`config.mk`:
```
export PLATFORM = sky130hd
export DESIGN_NAME = hpfc_convert
export DESIGN_NICKNAME = d
export VERILOG_FILES = /design/src/inc/hpfc_pkg.sv /design/src/hw/hpfc_convert.sv
export SDC_FILE = /design/constraint.sdc
export NUM_CORES = 1
export LEC_CHECK = 0
export ABC_AREA = 1
export BUFFER_PORTS_ARGS = -buffer_cell sky130_fd_sc_hd__buf_4
export CAP_MARGIN = 15
export CORE_UTILIZATION = 64
export CTS_CLUSTER_DIAMETER = 80
export CTS_CLUSTER_SIZE = 14
export DETAILED_ROUTE_END_ITERATION = 8
export HOLD_SLACK_MARGIN = 0.15
export PLACE_DENSITY_LB_ADDON = 0.25
export SETUP_SLACK_MARGIN = 0.2
export SYNTH_ARGS = -nofsm -noshare
export SYNTH_HDL_FRONTEND = slang
export SYNTH_SLANG_ARGS = --single-unit
```
`constraint.sdc`:
```
create_clock -name clk -period 1.4 [get_ports clk]
set_input_delay 0.35 -clock clk [delete_from_list [all_inputs] [get_ports clk]]
set_output_delay 0.35 -clock clk [all_outputs]
set_load 0.005 [all_outputs]
```
`src/inc/hpfc_pkg.sv`:
```
package hpfc_pkg;

	localparam int LANES = 4;

	// rounding override encodings
	localparam logic [1:0] RND_NEAREST = 2'h0;
	localparam logic [1:0] RND_DOWN    = 2'h1;
	localparam logic [1:0] RND_UP      = 2'h2;
	localparam logic [1:0] RND_TRUNC   = 2'h3;

	// immediate byte fields
	localparam int IMM_RND_LSB = 0;
	localparam int IMM_SRC_BIT = 2;

	// float field constants
	localparam logic [7:0]  EXP8_ALL1   = 8'hff;
	localparam logic [4:0]  EXP5_ALL1   = 5'h1f;
	localparam int          NAN_DROP    = 14;
	localparam logic [9:0]  HALF_BIAS_D = 10'h070;
	localparam logic [17:0] HALF_OVF    = 18'h07c00;
	localparam logic [7:0]  H2S_REBIAS  = 8'h70;
	localparam logic [7:0]  H2S_DEN_EXP = 8'h67;

	// identification result bits
	localparam int FEAT_HALF_CONV_BIT = 29;
	localparam int FEAT_VEC256_BIT    = 28;

	localparam logic [4:0] FLAGS_RESET = 5'h00;

	typedef struct packed {
		logic inv;
		logic den;
		logic unf;
		logic ovf;
		logic prc;
	} hpfc_flags_t;

	typedef struct packed {
		logic [1:0]  rnd_mode;
		hpfc_flags_t mask;
	} hpfc_ctl_t;

	typedef struct packed {
		logic [15:0] res;
		hpfc_flags_t flg;
	} hpfc_half_t;

	typedef struct packed {
		logic [31:0] res;
		hpfc_flags_t flg;
	} hpfc_single_t;

endpackage

```
`src/hw/hpfc_convert.sv`:
```
`timescale 1ns/1ps
// Overview of operation
// [RL1] imm bit2 picks override or control rounding
// [RL2] override codes: nearest, down, up, truncate
// [RL3] no half arithmetic; conversions still flag
// [RL4] nan to half: sign, all-ones, drop 14; the code keeps m[22:13] and drops 13 low bits
// [RL5] signaling nan becomes quiet; quiet silent
// [RL6] signaling nan sets invalid; unmasked suppresses write
// [RL7] denormal flag on single-to-half only
// [RL8] below 2^-14 sets underflow, delivers rounded
// [RL9] flush-to-zero ignored in single-to-half
// [RL10] at least 2^16 overflows; masked gives infinity
// [RL11] inexact sets precision, returns rounded result
// [RL12] unmasked precision keeps masked overflow/underflow results
// [RL13] masked denormal plus unmasked precision/underflow raises
// [RL14] feature bits 29 and 28 advertised
// [RL15] imm bits 7:3 ignored; lanes accumulate flags
module hpfc_convert (
	// clock and reset
	input  wire logic                 clk,
	input  wire logic                 rst_n,
	// request from the pipeline
	input  wire logic                 in_valid,
	input  wire logic                 in_to_half,
	input  wire logic [7:0]           in_imm,
	input  wire logic [127:0]         in_data,
	// control/status register fields
	input  wire hpfc_pkg::hpfc_ctl_t  csr_ctl,
	input  wire logic                 status_clr,
	// result
	output logic                      out_valid,
	output logic [127:0]              out_data,
	output logic                      out_write,
	output logic                      out_raise,
	output hpfc_pkg::hpfc_flags_t     out_flags,
	output hpfc_pkg::hpfc_flags_t     status_flags,
	output logic [31:0]               feature_ecx
);

	function automatic hpfc_pkg::hpfc_half_t s2h(input logic [31:0] x, input logic [1:0] rmode);
		logic              s;
		logic [7:0]        e;
		logic [22:0]       m;
		logic [23:0]       sig;
		logic signed [9:0] he;
		logic signed [9:0] t;
		logic [5:0]        sh;
		logic [49:0]       ext;
		logic [10:0]       keep;
		logic              g;
		logic              st;
		logic              inc;
		logic [11:0]       rnd;
		logic [17:0]       mag;
		hpfc_pkg::hpfc_half_t r;
		s = x[31];
		e = x[30:23];
		m = x[22:0];
		r = '0;
		if (e == hpfc_pkg::EXP8_ALL1) begin
			if (m != 23'h0) begin
				// [RL4] nan repack
				r.res = {s, hpfc_pkg::EXP5_ALL1, m[22:hpfc_pkg::NAN_DROP - 1]};
				// [RL5] [RL6] quiet it, flag invalid
				if (!m[22]) begin
					r.res[9] = 1'b1;
					r.flg.inv = 1'b1;
				end
			end else begin
				r.res = {s, hpfc_pkg::EXP5_ALL1, 10'h000};
			end
		end else if (e == 8'h00 && m == 23'h0) begin
			r.res = {s, 15'h0000};
		end else begin
			// [RL7] denormal source
			r.flg.den = (e == 8'h00);
			sig = {e != 8'h00, m};
			he = (e == 8'h00) ? -10'sd111 : $signed({2'h0, e}) - $signed(hpfc_pkg::HALF_BIAS_D);
			t = 10'sd1 - he;
			// [RL9] tiny results go denormal, never flushed
			sh = (he >= 10'sd1) ? 6'h00 : ((t > 10'sd25) ? 6'h19 : t[5:0]);
			ext = {sig, 26'h0} >> sh;
			keep = ext[49:39];
			g = ext[38];
			st = |ext[37:0];
			// [RL2] rounding decode
			case (rmode)
				hpfc_pkg::RND_NEAREST: inc = g & (st | keep[0]);
				hpfc_pkg::RND_DOWN:    inc = s & (g | st);
				hpfc_pkg::RND_UP:      inc = ~s & (g | st);
				default:              inc = 1'b0;
			endcase
			rnd = {1'b0, keep} + {11'h000, inc};
			// hidden bit in rnd carries into the exponent field
			mag = ((he >= 10'sd1) ? {he[7:0] - 8'h01, 10'h000} : 18'h0) + {6'h00, rnd};
			// [RL8] [RL11] tininess before rounding
			r.flg.unf = (he < 10'sd1);
			r.flg.prc = g | st;
			// [RL10] overflow to signed infinity
			if (mag >= hpfc_pkg::HALF_OVF) begin
				r.flg.ovf = 1'b1;
				r.flg.prc = 1'b1;
				r.res = {s, hpfc_pkg::EXP5_ALL1, 10'h000};
			end else begin
				r.res = {s, mag[14:0]};
			end
		end
		return r;
	endfunction

	// [RL3] pure re-encoding; result is always exact
	function automatic hpfc_pkg::hpfc_single_t h2s(input logic [15:0] x);
		logic       s;
		logic [4:0] e;
		logic [9:0] m;
		logic [4:0] p;
		logic [32:0] t;
		hpfc_pkg::hpfc_single_t r;
		s = x[15];
		e = x[14:10];
		m = x[9:0];
		r = '0;
		p = 5'h00;
		if (e == hpfc_pkg::EXP5_ALL1) begin
			if (m != 10'h0) begin
				r.res = {s, hpfc_pkg::EXP8_ALL1, m, 13'h0000};
				// [RL5] [RL6] quiet it, flag invalid
				if (!m[9]) begin
					r.res[22] = 1'b1;
					r.flg.inv = 1'b1;
				end
			end else begin
				r.res = {s, hpfc_pkg::EXP8_ALL1, 23'h0};
			end
		end else if (e == 5'h00) begin
			if (m != 10'h0) begin
				for (int i = 0; i < 10; i++) begin
					if (m[i]) begin
						p = 5'(i);
					end
				end
				t = {23'h0, m} << (5'd23 - p);
				// [RL7] normalise, denormal flag left alone
				r.res = {s, {3'h0, p} + hpfc_pkg::H2S_DEN_EXP, t[22:0]};
			end else begin
				r.res = {s, 31'h0};
			end
		end else begin
			r.res = {s, {3'h0, e} + hpfc_pkg::H2S_REBIAS, m, 13'h0000};
		end
		return r;
	endfunction

	logic [1:0]            rnd_sel;
	hpfc_pkg::hpfc_flags_t lane_flg    [hpfc_pkg::LANES];
	logic [15:0]           lane_half   [hpfc_pkg::LANES];
	logic [31:0]           lane_single [hpfc_pkg::LANES];
	logic [127:0]          res_d;
	hpfc_pkg::hpfc_flags_t flg_d;
	logic                  raise_d;

	// [RL1] [RL15] only imm bits 2:0 are decoded
	assign rnd_sel = in_imm[hpfc_pkg::IMM_SRC_BIT] ? csr_ctl.rnd_mode
		: in_imm[hpfc_pkg::IMM_RND_LSB +: 2];

	genvar gi;
	generate
		for (gi = 0; gi < hpfc_pkg::LANES; gi++) begin : g_lane
			hpfc_pkg::hpfc_half_t   hv;
			hpfc_pkg::hpfc_single_t sv;
			hpfc_pkg::hpfc_flags_t  f;
			assign hv = s2h(in_data[32*gi +: 32], rnd_sel);
			assign sv = h2s(in_data[16*gi +: 16]);
			always_comb begin
				f = in_to_half ? hv.flg : sv.flg;
				// [RL13] masked denormal with unmasked precision/underflow
				if (f.den && csr_ctl.mask.den && (!csr_ctl.mask.prc || !csr_ctl.mask.unf)) begin
					f.unf = 1'b1;
					f.prc = 1'b1;
				end
			end
			assign lane_flg[gi]    = f;
			assign lane_half[gi]   = hv.res;
			assign lane_single[gi] = sv.res;
		end
	endgenerate

	// halves pack into the low 64 bits; upper half stays zero
	always_comb begin
		res_d = '0;
		for (int i = 0; i < hpfc_pkg::LANES; i++) begin
			if (in_to_half) begin
				res_d[16*i +: 16] = lane_half[i];
			end else begin
				res_d[32*i +: 32] = lane_single[i];
			end
		end
	end

	// [RL15] per-lane flags merged
	always_comb begin
		flg_d = '0;
		for (int i = 0; i < hpfc_pkg::LANES; i++) begin
			flg_d = flg_d | lane_flg[i];
		end
	end

	// [RL6] [RL12] any unmasked flag raises and blocks the write
	assign raise_d = |(flg_d & ~csr_ctl.mask);

	always_ff @(posedge clk or negedge rst_n) begin
		if (!rst_n) begin
			out_valid <= 1'b0;
			out_write <= 1'b0;
			out_raise <= 1'b0;
			out_flags <= hpfc_pkg::FLAGS_RESET;
		end else begin
			out_valid <= in_valid;
			out_write <= in_valid & ~raise_d;
			out_raise <= in_valid & raise_d;
			out_flags <= in_valid ? flg_d : hpfc_pkg::FLAGS_RESET;
		end
	end

	always_ff @(posedge clk or negedge rst_n) begin
		if (!rst_n) begin
			out_data <= 128'h0;
		end else if (in_valid) begin
			out_data <= res_d;
		end
	end

	// sticky status; a new flag wins over a same-cycle clear
	always_ff @(posedge clk or negedge rst_n) begin
		if (!rst_n) begin
			status_flags <= hpfc_pkg::FLAGS_RESET;
		end else begin
			status_flags <= (status_clr ? hpfc_pkg::FLAGS_RESET : status_flags)
				| (in_valid ? flg_d : hpfc_pkg::FLAGS_RESET);
		end
	end

	// [RL14] feature advertisement
	assign feature_ecx = (32'h1 << hpfc_pkg::FEAT_HALF_CONV_BIT)
		| (32'h1 << hpfc_pkg::FEAT_VEC256_BIT);

	AST_RND_OVERRIDE: assert property (@(posedge clk) disable iff (!rst_n) // [RL1]
		in_valid && !in_imm[2] |-> rnd_sel == in_imm[1:0])
		else $error("override rounding not selected");
	AST_FEATURE: assert property (@(posedge clk) disable iff (!rst_n) // [RL14]
		feature_ecx[29] && feature_ecx[28])
		else $error("feature bits missing");
	AST_SNAN_QUIET: assert property (@(posedge clk) disable iff (!rst_n) // [RL5]
		in_valid && in_to_half && in_data[126:119] == 8'hff && in_data[118:96] != 23'h0
		&& !in_data[118] |=> out_data[57] && out_data[62:58] == 5'h1f && out_flags.inv)
		else $error("signaling nan not quieted");
	AST_INVALID_NOWRITE: assert property (@(posedge clk) disable iff (!rst_n) // [RL6]
		out_valid && out_flags.inv && !$past(csr_ctl.mask.inv) |-> out_raise && !out_write)
		else $error("unmasked invalid still wrote");
	AST_H2S_NO_DEN: assert property (@(posedge clk) disable iff (!rst_n) // [RL7]
		in_valid && !in_to_half |=> !out_flags.den)
		else $error("denormal flag set on half-to-single");
	AST_OVF_INF: assert property (@(posedge clk) disable iff (!rst_n) // [RL10]
		in_valid && in_to_half && in_data[30:23] >= 8'h8f && in_data[30:23] != 8'hff
		|=> out_data[14:0] == 15'h7c00 && out_flags.ovf)
		else $error("overflow not infinity");
	AST_DEN_RAISE: assert property (@(posedge clk) disable iff (!rst_n) // [RL13]
		in_valid && lane_flg[0].den && csr_ctl.mask.den && !csr_ctl.mask.prc
		|=> out_flags.unf && out_flags.prc && out_raise)
		else $error("denormal combination not raised");
	// a clear in the result cycle may legally drop the flag one cycle later
	AST_STICKY: assert property (@(posedge clk) disable iff (!rst_n) // [RL15]
		out_valid && out_flags.prc && !status_clr |-> status_flags.prc [*2])
		else $error("precision flag not accumulated");
	AST_UNDERFLOW: assert property (@(posedge clk) disable iff (!rst_n) // [RL8]
		in_valid && in_to_half && in_data[30:23] < 8'h71 && in_data[30:0] != 31'h0
		|=> out_flags.unf)
		else $error("tiny result missed underflow");

endmodule

```
==> results_dict.tcl, run 1 <==
set metrics [dict create \
    synth_ff_type "dfrtp_1" \
    syn_inst 3265 \
    avgSynthCellArea_um2 5.774 \
    status "did not finish" \
    initial_core_util_pct 65.33 \
    die_y_um 173.6 \
    synth.ff_latch_count 139 \
    failing_step "3_5_place_dp" \
    synth_edf_count 0 \
    portBuffers 283 \
    synth_seq_area_share_pct 18.45 \
    hpwl_um 79710 \
    die_w_um 173.6 \
    error "[ERROR DPL-0033] detailed placement checks failed during check placement." \
    synthArstFlopShare_pct 100.0 \
    syn_area_um2 18850 \
    synth_cell_types 65 \
    io_pins 321 \
    ys_warn_count 0 \
    gp_congestion 1.132 \
    rows 62 \
]
## per-stage QoR
step	area (um^2)	setup TNS [ns]	worst slack (ns)	hold slack (ns)
after floorplan	19890	-237.40	-3.694	0.05441
after global placement	27710	-283.43	-4.054	0.2311
## cell usage after synthesis, types with 15 or more instances
cell	n	area share, %
nor2_2	33	1.1
ha_1	47	3.1
o211ai_1	27	1.1
nand3_1	403	11
o21ai_1	45	1.2
nand4_1	47	1.6
o21ai_0	213	5.7
inv_2	42	0.84
nor2_1	304	6.1
nor2_4	16	0.96
buf_2	36	0.96
xnor2_1	20	0.93
buf_4	46	1.8
o22ai_1	22	0.73
clkbuf_1	47	0.94
a21oi_1	109	2.9
nor3_1	33	0.88
inv_1	291	5.8
nand2_4	19	1.1
dfrtp_1	139	18
nand2_2	40	1.3
nand2_1	1023	20
buf_6	15	0.90
nand3b_1	17	0.68
nor4_1	25	0.83
nand3_2	22	1.2
xor2_1	38	1.8
## cell families after synthesis
| group | synth area share (%) |
|---|---|
| AND/OR/NAND/NOR | 47.91 |
| AO/OA/AOI/OAI | 15.18 |
| buffers and inverters | 12.13 |
| XOR/XNOR | 2.695 |
| adder cells (fa/ha/maj) | 3.119 |
| other | 0.03984 |
| multiplexers | 0.4779 |
| flip-flops | 18.45 |
==> run 2: changes to the inputs <==
==> config.mk (replaced) <==
export PLATFORM = sky130hd
export DESIGN_NAME = hpfc_convert
export DESIGN_NICKNAME = d
export VERILOG_FILES = /design/src/inc/hpfc_pkg.sv /design/src/hw/hpfc_convert.sv
export SDC_FILE = /design/constraint.sdc
export NUM_CORES = 1
export LEC_CHECK = 0
export ABC_AREA = 1
export BUFFER_PORTS_ARGS = -buffer_cell sky130_fd_sc_hd__buf_4
export CAP_MARGIN = 15
export CORE_UTILIZATION = 40
export DETAILED_ROUTE_END_ITERATION = 8
export PLACE_DENSITY_LB_ADDON = 0.15
export SYNTH_ARGS = -nofsm -noshare
export SYNTH_HDL_FRONTEND = slang
export SYNTH_SLANG_ARGS = --single-unit
==> run 2 against run 1 <==
The flow now finishes, with violations (setup timing); synthesized cell count did not move; area after synthesis did not move.
==> results_dict.tcl, run 2 <==
set metrics [dict create \
    cts_buffers 17 \
    wl_per_cell_um 18.66 \
    synth_top_area_share_pct 20.37 \
    cts_root_buf "clkbuf_16" \
    use_met2_pct 61.71 \
    first_iter_violations 2156 \
    drtAntennaViolNets 0 \
    synth_cell_types 65 \
    first_pass_iters 6 \
    grt_overflow 0 \
    diodes 0 \
    synth_most_common_cell "nand2_1" \
    synth.area.top_cells "nand2_1, dfrtp_1, nand3_1, nor2_1, inv_1" \
    hold_viol 0 \
    synth.ff_latch_count 139 \
    avgSynthCellArea_um2 5.774 \
    via_count 28150 \
    layout-area-overhead-vs-synth_pct 85.48 \
    final_cell_area_um2 34970 \
    cts_tree "done" \
    drive_gt1_share_pct 49.97 \
    start_kind "input port" \
    largest_reg_flops 126 \
    reg_top3 "out_data (126), out_flags (5), status_flags (5)" \
    die_y_um 219.1 \
    combPwrFrac_pct 57.5 \
    hold_end "status_flags[4]$_DFF_PN0_" \
    slew_viol_final 0 \
    synthArstFlopShare_pct 100.0 \
    maxCapViolCount 0 \
    reg2reg_setup_slack_ns 0.58 \
    fin_nets 4719 \
    fin_ws_ns -3.841 \
    wl_um 96000 \
    ys_warn_count 0 \
    hpwl_um 69970 \
    p_clk_share_pct 22.7 \
    setup_violations 127 \
    p_leak_nw 17.38 \
    violations "setup timing" \
    layout_min_cycle_time_ns 5.241 \
    hold_depth 2 \
    path_clk_slew_ns 0.07 \
    reg2reg_to "out_data[42]$_DFFE_PN0P_" \
    antenna_found_initial 1 \
    reg2reg_depth 1 \
    gr-max-usage-layer "met2" \
    initial_core_util_pct 40.49 \
    intPower_w 0.01370 \
    portBuffers 283 \
    grt.total_usage_pct 36.88 \
    cpMostUsedCell "nand2_1" \
    cp_max_fo 6 \
    p_switching_w 0.009533 \
    min_period_over_period_pct 374.4 \
    synth_ff_type "dfrtp_1" \
    grt_pass1_wl_um 139300 \
    grt_max_degree 61 \
    clockBufferDepth 2 \
    hold_path.startpoint "status_clr" \
    syn_inst 3265 \
    gp_congestion 1.012 \
    cp_data_arrival_time_ns 5.62 \
    timing.rr.start "out_data[42]$_DFFE_PN0P_" \
    met1_usage_pct 46.17 \
    path_class "input port to flop" \
    mostFrequentLayoutCells "buf_4, nand2_1, nand3_1" \
    grtUsageMet3_pct 6.237 \
    final_cells 5144 \
    syn_area_um2 18850 \
    viasPerCell 5.472 \
    synth_seq_area_share_pct 18.45 \
    insertion_delay_ns 0.50 \
    crit_path_end_kind "flop" \
    drc 0 \
    layout_commonest_cell "buf_4" \
    die_w_um 219.1 \
    critPathSlowestCell "ha_2" \
    status "finished with violations" \
    power_frac_seq_pct 19.8 \
    grt_pass1_vias 26360 \
    synth_top_area_cell "nand2_1" \
    p_per_area_nw_per_um2 664.4 \
    h-tree-depth 4 \
    top_register "out_data" \
    hp-class "input port to flop" \
    core_um2 46560 \
    final_util_pct 75.11 \
    finClkSkew_ns 0 \
    synth_commonest_cells "nand2_1, nand3_1, nor2_1, inv_1, o21ai_0" \
    dp.cells 4883 \
    swShare_pct 41.03 \
    worst_pin_slew_ns 0.5884 \
    power_w 0.02323 \
    timing.fmax_ghz 0.1908 \
    max_slew_margin_pct 60.28 \
    crit_required_ns 1.78 \
    place_area_um2 28460 \
    max_stage_delay_ns 0.24 \
    rows 79 \
    die-area_um2 48000 \
    cts_sinks 139 \
    synth_edf_count 0 \
    peakVddDrop_mv 0.7859 \
    io_pins 321 \
    rsz0062_at_grt "true" \
]
-- run 2: per-layer routing --
layer	vias up	routed length [um]
li1	13240	-
met2	1295	45280
met4	2	4809
met1	13290	38820
met5	-	13
met3	324	7083
-- run 2: power groups by stage --
stage,registers (W),logic (W),clock network [W]
after detailed placement,0.00463,0.0102,0
after CTS,0.00458,0.0116,0.00533
after floorplan,0.00457,0.00509,0
after global placement,0.00462,0.0101,0
after global routing,0.00462,0.0143,0.00547
final,0.00461,0.0134,0.00527
-- run 2: worst max path at each step --
stage | startpoint | end | slack (ns)
2_1_floorplan | in_data[123] | out_write$_DFF_PN0_ | -3.69
3_3_place_gp | in_data[123] | out_write$_DFF_PN0_ | -4.63
3_5_place_dp | in_data[124] | out_raise$_DFF_PN0_ | -4.70
4_1_cts | in_data[123] | out_write$_DFF_PN0_ | -3.72
5_1_grt | in_data[124] | out_data[51]$_DFFE_PN0P_ | -4.18
6_report | in_data[123] | out_data[51]$_DFFE_PN0P_ | -3.84
-- run 2: cell type report --
type | count | area (um^2)
well taps | 607 | 759.5
clock inverters | 12 | 185.2
clock buffers | 20 | 456.7
fillers | 3521 | 11590
multi-input cells | 2653 | 16860
repair buffers | 1362 | 11670
flip-flops and latches | 139 | 3485
inverters | 350 | 1539
repair inverters | 1 | 6.256
-- run 2: worst max-delay path: cells and delay by family --
family | cells | cell delay, ns
simple gates | 36 | 3.30
fa+ha+maj | 4 | 0.68
compound gates | 6 | 0.65
buf+inv | 8 | 0.60
-- run 2: cell families after synthesis --
| group | count (synthesis) | synth area share, % |
|---|---|---|
| compound gates | 499 | 15.18 |
| xor+xnor | 58 | 2.695 |
| fa+ha+maj | 47 | 3.119 |
| buf+inv | 508 | 12.13 |
| flops | 139 | 18.45 |
| mux | 9 | 0.4779 |
| other cells | 2 | 0.03984 |
| simple gates | 2003 | 47.91 |
-- run 2: metrics by stage --
step | setup slack, ns | TNS [ns] | hold WS, ns
after floorplan | -3.694 | -237.41 | 0.05441
after global placement | -4.627 | -306.93 | 0.1943
after detailed placement | -4.700 | -313.78 | 0.2007
after CTS | -3.719 | -245.43 | 0.09159
after global routing | -4.183 | -276.97 | 0.1278
final | -3.841 | -250.96 | 0.1434
-- run 2: timing repair --
item | in CTS | in global routing
hold buffers | 1 | 0
setup buffers | 150 | 99
endpoints found under the hold margin | 80 | 0
cloned | 9 | 5
resized for setup | 434 | 613
setup endpoints to repair | 157 | 204
pin swaps | 207 | 289
Power figures use the tool's default switching activity.
